**config.mk**
```make
export PLATFORM = sky130hd
export DESIGN_NAME = clock_status_irq
export DESIGN_NICKNAME = d
export VERILOG_FILES = /design/src/rtl/clock_status_pkg.sv /design/src/rtl/clock_status_irq.sv
export VERILOG_INCLUDE_DIRS = /design/src /design/src/rtl
export SDC_FILE = /design/constraint.sdc
export NUM_CORES = 1
export LEC_CHECK = 0
export BUFFER_PORTS_ARGS = -buffer_cell sky130_fd_sc_hd__buf_2
export CAP_MARGIN = 40
export CORE_ASPECT_RATIO = 0.75
export CORE_MARGIN = 5
export CORE_UTILIZATION = 47
export CTS_BUF_LIST = sky130_fd_sc_hd__clkbuf_4 sky130_fd_sc_hd__clkbuf_8 sky130_fd_sc_hd__clkbuf_16
export CTS_CLUSTER_DIAMETER = 200
export CTS_CLUSTER_SIZE = 14
export DETAILED_ROUTE_END_ITERATION = 12
export PLACE_DENSITY = 0.84
export SLEW_MARGIN = 25
export SYNTH_ARGS = -nofsm -noshare
export SYNTH_HDL_FRONTEND = slang
export SYNTH_SLANG_ARGS = --single-unit
```
**constraint.sdc**
```tcl
create_clock -name i_clock -period 0.95 [get_ports i_clock]
set_input_delay 0.0475 -clock i_clock [delete_from_list [all_inputs] [get_ports i_clock]]
set_output_delay 0.0475 -clock i_clock [all_outputs]
set_load 0.03 [all_outputs]
```
**src/rtl/clock_status_regs.svh**
```systemverilog
// register offsets, field positions and reset values of the clock status block
// assumes an 8-bit register port with 7-bit addresses from the serial front end
`ifndef CLOCK_STATUS_REGS_SVH
`define CLOCK_STATUS_REGS_SVH

// ==========================================================================
// register offsets
`define IRQ_EN_LOCK_LOS_ADDR      7'h68
`define IRQ_EN_REF_HOLD_ADDR      7'h69
`define LATCHED_LOCK_LOS_ADDR     7'h6c
`define MOMENTARY_SEL_LOCK_ADDR   7'h6d
`define LATCHED_REF_HOLD_ADDR     7'h6e
`define MOMENTARY_CAL_REF_ADDR    7'h6f

// ==========================================================================
// field positions
`define BIT_INPUT0                0
`define BIT_INPUT1                1
`define BIT_VCXOPLL               4
`define BIT_OUTPLL                5
`define BIT_SEL_LO                6
`define BIT_HOLD                  0
`define BIT_REF                   1
`define BIT_CAL                   2

// ==========================================================================
// reset values
`define IRQ_EN_RESET              1'b0
`define LATCH_RESET               1'b0
`define READ_ZERO                 8'h00

`endif

```
**src/rtl/clock_status_pkg.sv**
```systemverilog
// types shared by the clock status block
// assumes the header clock_status_regs.svh supplies all numbers
package clock_status_pkg;

  // ==========================================================================
  // momentary conditions from the analog and selection logic
  typedef struct packed {
    logic       outpll_lock_now_n;    // 0 = output pll unlocked
    logic       vcxopll_lock_now_n;   // 0 = vcxo pll unlocked
    logic [1:0] input_active_now;     // 1 = input clock active
    logic       reference_present_now;
    logic       holdover_now_n;       // 0 = in holdover
    logic       outpll_cal_running;
    logic [1:0] selected_input_code;  // 00 input 0, 01 input 1
  } clock_status_t;

  // ==========================================================================
  // register port request
  typedef struct packed {
    logic       wr;
    logic       rd;
    logic [6:0] addr;
    logic [7:0] wdata;
  } reg_req_t;

endpackage

```
**src/rtl/clock_status_irq.sv**
```systemverilog
// status latches, interrupt enables and interrupt pin of the clock synthesizer
// assumes status inputs are asynchronous and register requests are synchronous
`include "clock_status_regs.svh"

// Behaviour
// [RULE1] enabled output-pll unlock latch drives the interrupt pin low
// [RULE2] enabled vcxo-pll unlock latch drives the interrupt pin low
// [RULE3] enabled per-input loss-of-signal latch drives the interrupt pin low
// [RULE4] enabled reference latch interrupts on any change, set or clear
// [RULE5] enabled holdover latch drives the interrupt pin low
// [RULE6] enables reset to 0; a disabled source never asserts the pin
// [RULE7] output-pll lock latch reads 0 after unlock; write 1 clears it
// [RULE8] vcxo-pll lock latch reads 0 after unlock; write 1 clears it
// [RULE9] per-input activity latch reads 0 after signal loss; write 1 clears
// [RULE10] reference latch reads 0 if reference lost; write 1 clears it
// [RULE11] holdover latch reads 0 after holdover entry; write 1 clears it
// [RULE12] two-bit field shows input chosen by the selection machine
// [RULE13] momentary bit reads 0 while output pll unlocked
// [RULE14] momentary bit reads 0 while vcxo pll unlocked
// [RULE15] momentary per-input bit reads 0 while signal loss detected
// [RULE16] momentary bit reads 1 while output-pll calibration runs
// [RULE17] momentary bit reads 1 while the selected input has a reference
// [RULE18] momentary holdover bit reads 0 while in holdover
// [RULE19] pin stays low while any enabled latch pends; writing 0 does nothing
module clock_status_irq (
  input  wire logic                           i_clock,   // 100 mhz register clock
  input  wire logic                           i_rst_n,   // synchronous reset
  input  wire clock_status_pkg::clock_status_t i_status, // raw status, async
  input  wire clock_status_pkg::reg_req_t     i_req,     // register request
  output logic [7:0]                          o_rdata,   // read data, registered
  output logic                                o_irq_out_n // interrupt pin, low active
);

  // ==========================================================================
  // two-stage synchronisers; stage one is read only by stage two
  clock_status_pkg::clock_status_t sync1_ff;
  clock_status_pkg::clock_status_t sync2_ff;

  always_ff @(posedge i_clock) begin
    if (!i_rst_n) begin
      sync1_ff <= '0;
      sync2_ff <= '0;
    end else begin
      sync1_ff <= i_status;
      sync2_ff <= sync1_ff;
    end
  end

  // ==========================================================================
  // address decode
  wire wr_en_lock   = i_req.wr && (i_req.addr == `IRQ_EN_LOCK_LOS_ADDR);
  wire wr_en_ref    = i_req.wr && (i_req.addr == `IRQ_EN_REF_HOLD_ADDR);
  wire wr_lat_lock  = i_req.wr && (i_req.addr == `LATCHED_LOCK_LOS_ADDR);
  wire wr_lat_ref   = i_req.wr && (i_req.addr == `LATCHED_REF_HOLD_ADDR);

  // ==========================================================================
  // interrupt enables
  logic       outpll_unlock_irq_en_ff;
  logic       vcxopll_unlock_irq_en_ff;
  logic [1:0] input_los_irq_en_ff;
  logic       reference_irq_en_ff;
  logic       holdover_irq_en_ff;

  always_ff @(posedge i_clock) begin
    if (!i_rst_n) begin
      outpll_unlock_irq_en_ff  <= `IRQ_EN_RESET; // RULE6
      vcxopll_unlock_irq_en_ff <= `IRQ_EN_RESET;
      input_los_irq_en_ff      <= {2{`IRQ_EN_RESET}};
      reference_irq_en_ff      <= `IRQ_EN_RESET;
      holdover_irq_en_ff       <= `IRQ_EN_RESET;
    end else begin
      if (wr_en_lock) begin
        outpll_unlock_irq_en_ff  <= i_req.wdata[`BIT_OUTPLL];
        vcxopll_unlock_irq_en_ff <= i_req.wdata[`BIT_VCXOPLL];
        input_los_irq_en_ff      <= i_req.wdata[`BIT_INPUT1:`BIT_INPUT0];
      end
      if (wr_en_ref) begin
        reference_irq_en_ff <= i_req.wdata[`BIT_REF];
        holdover_irq_en_ff  <= i_req.wdata[`BIT_HOLD];
      end
    end
  end

  // ==========================================================================
  // event sources from the synchronised levels
  wire       outpll_unlock_event  = !sync2_ff.outpll_lock_now_n;
  wire       vcxopll_unlock_event = !sync2_ff.vcxopll_lock_now_n;
  wire [1:0] input_los_event      = ~sync2_ff.input_active_now;
  wire       holdover_event       = !sync2_ff.holdover_now_n;
  wire       reference_lost_event = !sync2_ff.reference_present_now;

  // ==========================================================================
  // clear strobes; a zero bit in the write leaves its latch alone
  wire       clr_outpll  = wr_lat_lock && i_req.wdata[`BIT_OUTPLL];  // RULE19
  wire       clr_vcxopll = wr_lat_lock && i_req.wdata[`BIT_VCXOPLL];
  wire [1:0] clr_input   = {2{wr_lat_lock}} & i_req.wdata[`BIT_INPUT1:`BIT_INPUT0];
  wire       clr_ref     = wr_lat_ref && i_req.wdata[`BIT_REF];
  wire       clr_hold    = wr_lat_ref && i_req.wdata[`BIT_HOLD];

  // ==========================================================================
  // sticky event latches, stored as "event seen"; set beats clear so a
  // condition still present at the clear re-arms the latch at once
  logic       outpll_seen_ff;
  logic       vcxopll_seen_ff;
  logic [1:0] input_seen_ff;
  logic       ref_lost_ff;
  logic       hold_seen_ff;
  logic       ref_pend_ff;     // reference change pending
  logic       ref_prev_ff;     // reference latch value last cycle

  wire       nxt_outpll_seen  = outpll_unlock_event  | (outpll_seen_ff  & !clr_outpll);
  wire       nxt_vcxopll_seen = vcxopll_unlock_event | (vcxopll_seen_ff & !clr_vcxopll);
  wire [1:0] nxt_input_seen   = input_los_event | (input_seen_ff & ~clr_input);
  wire       nxt_ref_lost     = reference_lost_event | (ref_lost_ff & !clr_ref);
  wire       nxt_hold_seen    = holdover_event | (hold_seen_ff & !clr_hold);

  // reference status bit as read: 1 while valid since last clear
  wire reference_valid_latched = !ref_lost_ff;
  wire ref_changed             = reference_valid_latched != ref_prev_ff;
  wire nxt_ref_pend            = ref_changed | (ref_pend_ff & !clr_ref);

  always_ff @(posedge i_clock) begin
    if (!i_rst_n) begin
      outpll_seen_ff  <= `LATCH_RESET;
      vcxopll_seen_ff <= `LATCH_RESET;
      input_seen_ff   <= {2{`LATCH_RESET}};
      ref_lost_ff     <= `LATCH_RESET;
      hold_seen_ff    <= `LATCH_RESET;
      ref_pend_ff     <= `LATCH_RESET;
      ref_prev_ff     <= 1'b1;
    end else begin
      outpll_seen_ff  <= nxt_outpll_seen;   // RULE7
      vcxopll_seen_ff <= nxt_vcxopll_seen;  // RULE8
      input_seen_ff   <= nxt_input_seen;    // RULE9
      ref_lost_ff     <= nxt_ref_lost;      // RULE10
      hold_seen_ff    <= nxt_hold_seen;     // RULE11
      ref_pend_ff     <= nxt_ref_pend;      // RULE4
      ref_prev_ff     <= reference_valid_latched;
    end
  end

  // ==========================================================================
  // interrupt gating; the pin tracks pending enabled latches
  wire irq_outpll  = outpll_unlock_irq_en_ff  & outpll_seen_ff;   // RULE1
  wire irq_vcxopll = vcxopll_unlock_irq_en_ff & vcxopll_seen_ff;  // RULE2
  wire irq_input   = |(input_los_irq_en_ff & input_seen_ff);      // RULE3
  wire irq_ref     = reference_irq_en_ff & ref_pend_ff;           // RULE4
  wire irq_hold    = holdover_irq_en_ff & hold_seen_ff;           // RULE5
  wire nxt_irq_out_n = !(irq_outpll | irq_vcxopll | irq_input | irq_ref | irq_hold); // RULE6

  logic irq_out_n_ff;

  always_ff @(posedge i_clock) begin
    if (!i_rst_n) begin
      irq_out_n_ff <= 1'b1;
    end else begin
      irq_out_n_ff <= nxt_irq_out_n; // RULE19
    end
  end

  assign o_irq_out_n = irq_out_n_ff;

  // ==========================================================================
  // read data images
  wire [7:0] img_en_lock = {2'b00, outpll_unlock_irq_en_ff, vcxopll_unlock_irq_en_ff,
                            2'b00, input_los_irq_en_ff};
  wire [7:0] img_en_ref  = {6'b000000, reference_irq_en_ff, holdover_irq_en_ff};
  wire [7:0] img_lat_lock = {2'b00, !outpll_seen_ff, !vcxopll_seen_ff,
                             2'b00, ~input_seen_ff};
  wire [7:0] img_mom_lock = {sync2_ff.selected_input_code,            // RULE12
                             sync2_ff.outpll_lock_now_n,              // RULE13
                             sync2_ff.vcxopll_lock_now_n,             // RULE14
                             2'b00, sync2_ff.input_active_now};       // RULE15
  wire [7:0] img_lat_ref = {6'b000000, reference_valid_latched, !hold_seen_ff};
  wire [7:0] img_mom_cal = {5'b00000,
                            sync2_ff.outpll_cal_running,              // RULE16
                            sync2_ff.reference_present_now,           // RULE17
                            sync2_ff.holdover_now_n};                 // RULE18

  // ==========================================================================
  // read mux; unmapped offsets read zero
  wire [7:0] nxt_rdata =
    (i_req.addr == `IRQ_EN_LOCK_LOS_ADDR)    ? img_en_lock  :
    (i_req.addr == `IRQ_EN_REF_HOLD_ADDR)    ? img_en_ref   :
    (i_req.addr == `LATCHED_LOCK_LOS_ADDR)   ? img_lat_lock :
    (i_req.addr == `MOMENTARY_SEL_LOCK_ADDR) ? img_mom_lock :
    (i_req.addr == `LATCHED_REF_HOLD_ADDR)   ? img_lat_ref  :
    (i_req.addr == `MOMENTARY_CAL_REF_ADDR)  ? img_mom_cal  : `READ_ZERO;

  logic [7:0] rdata_ff;

  always_ff @(posedge i_clock) begin
    if (!i_rst_n) begin
      rdata_ff <= `READ_ZERO;
    end else if (i_req.rd) begin
      rdata_ff <= nxt_rdata;
    end
  end

  assign o_rdata = rdata_ff;

endmodule

```
==> Word level (Yosys, flattened, before mapping) <==
Cells that the tools add are included.
{ "word_totals": {"reg_bits": 41, "in_bits": 28, "out_inout_bits": 9, "wordCells": 88} }
{ "classes": {"n_eq_ne": 7, "n_mux": 6, "bitwise_logic": 25, "n_reduce_logical": 22} }
{ "ops": {"columns": ["cell", "n"], "rows": [
  ["$eq A7 B7 Y1 const B", 6],
  ["$mux W8", 4],
  ["$logic_not A1 Y1", 13],
  ["$and A1 B1 Y1", 9],
  ["$or A1 B1 Y1", 9],
  ["$logic_and A1 B1 Y1", 8],
  ["$and A2 B2 Y2", 3],
  ["$mux W3", 2],
  ["$not A2 Y2", 3],
  ["$or A2 B2 Y2", 1],
  ["$reduce_or A2 Y1", 1],
  ["$ne A1 B1 Y1", 1]
]} }

==> Logic depth before layout (Yosys ltp) <==
{ "logic_depth": {"word_depth": 7, "depth_mapped": 5, "mapped_depth_nobuf": 4} }

==> Worst setup path after synthesis <==
Ideal clock, no wire load.
{ "synth_timing": {"path_kind": "register to register", "start": "register sync2_ff, in the netlist img_mom_lock[1]", "end": "register rdata_ff[1] (netlist: o_rdata[1])", "t_arrival_ps": 819, "required_time_ps": 871, "slack_ps": 52, "path_stages_with_launch": 5, "path_buffers": 0, "path_cell_list": "dfxtp_1 > inv_1 > a2bb2oi_1 > a211o_1 > o211ai_1"} }
{ "synth_between": {"elab_chain_cells": 4} }
{ "synth_rtl": {"columns": ["element", "line", "text"], "rows": [
  ["start, declared", "clock_status_irq.sv:37", "clock_status_pkg::clock_status_t sync2_ff;"],
  ["start signal, assigned", "clock_status_irq.sv:45", "sync2_ff <= sync1_ff;"],
  ["$mux W8 (no line) (4 in series)", null, null],
  ["end signal, assigned", "clock_status_irq.sv:194", "rdata_ff <= `READ_ZERO;"],
  ["end signal, assigned", "clock_status_irq.sv:196", "rdata_ff <= nxt_rdata;"],
  ["end, declared", "clock_status_irq.sv:190", "logic [7:0] rdata_ff;"]
]} }
Every way passes these cells.
A chain may end at the register's enable or synchronous reset.

==> Worst setup path in the final report <==
{ "layout_timing": {"start": "register outpll_unlock_irq_en_ff", "end": "register rdata_ff[5] (netlist: o_rdata[5])"} }
{ "layout_between": {"elab_chain_cells": 1} }
{ "layout_rtl": {"columns": ["element", "line", "text"], "rows": [
  ["start, declared", "clock_status_irq.sv:58", "logic outpll_unlock_irq_en_ff;"],
  ["start signal, assigned", "clock_status_irq.sv:66", "outpll_unlock_irq_en_ff <= `IRQ_EN_RESET;"],
  ["start signal, assigned", "clock_status_irq.sv:73", "outpll_unlock_irq_en_ff <= i_req.wdata[`BIT_OUTPLL];"],
  ["$mux W8 (no line)", null, null]
]} }
Every way passes these cells.

==> summary.md <==
| Metric | Value |
|---|---|
| Status | complete, no violations |
| Met3 wire len | around 380 µm |
| Io pins | 37 |
| Uppermost layer routed | met4 |
| Pleak | about 0.92 nW |
| Fin crit share | about 100% |
| Layout area overhead | 36.21% |
| Synth unique cells | 36 |
| Die span in x | around 77 µm |
| Post-CTS setup buffers | 0 |
| Die Ht | 60.26 µm |
| EDFF count, synth | 0 |
| WL met2 | around 1.7 mm |
| CTS Buf Count | 5 |
| Starting Density | 48.47% |
| Diodes inserted | 0 |
| Die Area | 0.004640 mm² |
| #FFs+latches synth | 40 |
| DP Area | around 0.0019 mm² |
| First-pass GRT wire length | a little over 6 mm |
| VDD IR-drop max | between 1 and 1.5 mV |
| Crit-path cells | nor2_2, a211oi_2, o211ai_1, a21oi_1 |
| CP max-delay cell | dfxtp_2 |
| Critical Path AT | about 1100 ps |
| CTS H-tree depth | 2 |
| Post-DP HPWL | approximately 2.7 mm |
| Commonest non-fill, non-tap cell in the layout | buf_2 |
| Ys async rst share | 0% |
| Final #Nets | ~260 |
| Avg WL per Cell | 13.86 µm |
| Max-Cap Viols | 0 |
| Largest net degree at the start of global routing | 21 |
| Crit-path leading delay family | compound AO/OA/AOI/OAI gates |
| DR vias | 1399 |
| Commonest cells after routing, fill and taps aside | buf_2, dfxtp_1, and2_1, buf_4, nand2_1 |
| Design Power | 0.003515 W |
| Wl on met1 | around 1.7 mm |
| Mapped Area | approximately 0.0016 mm² |
| Core box area | between 0.003 and 0.004 mm² |
| Layout cell share with drive strength beyond 1 | ~34% |
| Worst Hold Path Cells | 3 |
| Hold WC Path Type | in -> reg |
| Final hold vios | 0 |
| Drt drc | 0 |
| CP max FO | 2 |
| Worst-skew pair later-pin latency | 290 ps |
| Total grt overflow | 0 |
| CP Class | reg -> reg |
| Input/output buffers | 31 |
| Worst setup EP type | flip-flop |
| Vias per std cell | 5.162 |
| Cell area after layout | 0.002156 mm² |
| CTS tree | yes |
| Yosys warning count | 0 |
| Cells after synthesis | around 170 |
| Power per cell area | 1631 mW/mm² |
| Syn avg cell area | between 9 and 10 µm² |
| R2R depth | 4 |
| RSZ-0062 raised after global routing | yes |
| Clock Tree Buf Depth | 2 |
| CTS Root Cell | clkbuf_8 |
| Tot GR Track Use | between 15 and 20% |
| Layout Skew | roughly 7.3 ps |
| Router iterations before antenna repair | 4 |
| Buf+Inv Stages, Crit Path | 0 |
| Clock-pin slew on the worst setup and hold paths | approximately 80 ps |
| Seq/Total Area, Yosys | around half |
| # clock sinks | 40 |
| DR iter-0 viols | 107 |
| Initial antenna violation count | 0 |
| DRT Wirelength | between 3 and 4 mm |
| WP depth | 4 |
| Crit path largest cell delay | approximately 340 ps |
| Antenna viol nets, final | 0 |
| Tmin final | 946.5 ps |
| Final Setup Violations | 0 |
| Crit path launch type | flip-flop |
| WP data required | 1130 ps |
| Syn_nets | a little under 200 |
| Gpl congestion | 0.8901 |
| Top FF cell, synth | dfxtp_1 |
| DP Cell Count | 250 |
| Max Slew Vio Count | 0 |
| Final std cells w/o fill | about 270 |
| Row Count | 18 |
| Fmax | approximately 1100 MHz |
| Vias in the first global route | around 1.3k |
| Setup TNS | 0 ps |
-- flip-flops by register name, indices dropped and copies added (netlist names) --
name	cells
outpll_seen_ff	1
holdover_irq_en_ff	1
input_seen_ff	2
sync1_ff	9
vcxopll_unlock_irq_en_ff	1
ref_pend_ff	1
input_los_irq_en_ff	2
vcxopll_seen_ff	1
o_irq_out_n	1
img_mom_cal	3
o_rdata	7
ref_prev_ff	1
hold_seen_ff	1
ref_lost_ff	1
img_mom_lock	6
reference_irq_en_ff	1
outpll_unlock_irq_en_ff	1
-- metrics by stage --
step	util, %	hold slack (ps)	worst slack, ps
floorplan	-	147.8	52.19
global placement	57.43	252.7	-102.4
detailed placement	57.43	256.6	-103.5
CTS	65.21	87.45	1.815
global route	66.02	119.5	-56.48
finish	66.02	100.3	3.509
-- cell usage after synthesis, types with 3 or more instances --
cell type	count	share of area [%]
nand3_1	11	3.5
clkbuf_1	3	0.71
nor2b_1	3	1.2
a31oi_1	6	2.4
dfxtp_1	40	51
nand2_1	15	3.6
nor2_1	8	1.9
inv_1	9	2.1
a21oi_1	6	1.9
and2_1	19	7.5
o21ai_0	10	3.2
o211ai_1	3	1.4
a211oi_1	4	1.9
a22oi_1	3	1.4
-- final cells by class --
| class | count | area [µm²] |
|---|---|---|
| inverter | 9 | 33.78 |
| sequential | 40 | 813.3 |
| tap | 40 | 50.05 |
| multi-input combinational | 112 | 723.2 |
| clock buffer | 5 | 68.82 |
| timing repair buffer | 62 | 420.4 |
| clock inverter | 3 | 46.29 |
| fill | 261 | 1110 |
-- final timing paths --
kind,start,slack [ps],endpoint
worst max-delay path,outpll_unlock_irq_en_ff,4,o_rdata[5]
worst min-delay path,i_req[15],100,o_rdata[7]
worst max register to register,outpll_unlock_irq_en_ff,4,o_rdata[5]
worst min register to register,img_mom_lock[1],430,input_seen_ff[1]
-- cell families (layout without fill, tap and decap cells) --
group	Yosys count	count (layout)	share of synthesized area (%)
mux	2	2	1.265
simple gates	67	67	25.30
xor+xnor	1	1	0.5535
compound gates	41	41	16.92
flops	40	40	50.59
other cells	1	1	0.2369
buf+inv	17	79	5.138
-- tightest hold or removal path, stage by stage --
cell and delay [ps]:
buf_2 160, nand3_1 80, a21oi_1 60
-- report_power, final --
group	switching (W)	total, W	internal [W]	leakage, nW
Combinational	0.000164	0.000333	0.000170	0.531
Sequential	0.0000328	0.00177	0.00174	0.332
Clock	0.000619	0.00141	0.000791	0.0548
Total	0.000816	0.00352	0.00270	0.918
-- timing repair --
action                                  CTS  global route
resized for setup                         6            11
hold buffers                             13             0
pin swaps                                 3            12
endpoints found under the setup margin    3             5
gates cloned                              0             0
hold endpoints to repair                 16             0
-- metal layers --
metal / track usage, % / up-vias
li1: - / 709
met1: 22.47 / 630
met2: 26.48 / 56
met3: 6.777 / 4
met4: 5.147 / 0
met5: 0 / -
No activity file was read; power rests on OpenSTA's default activity.
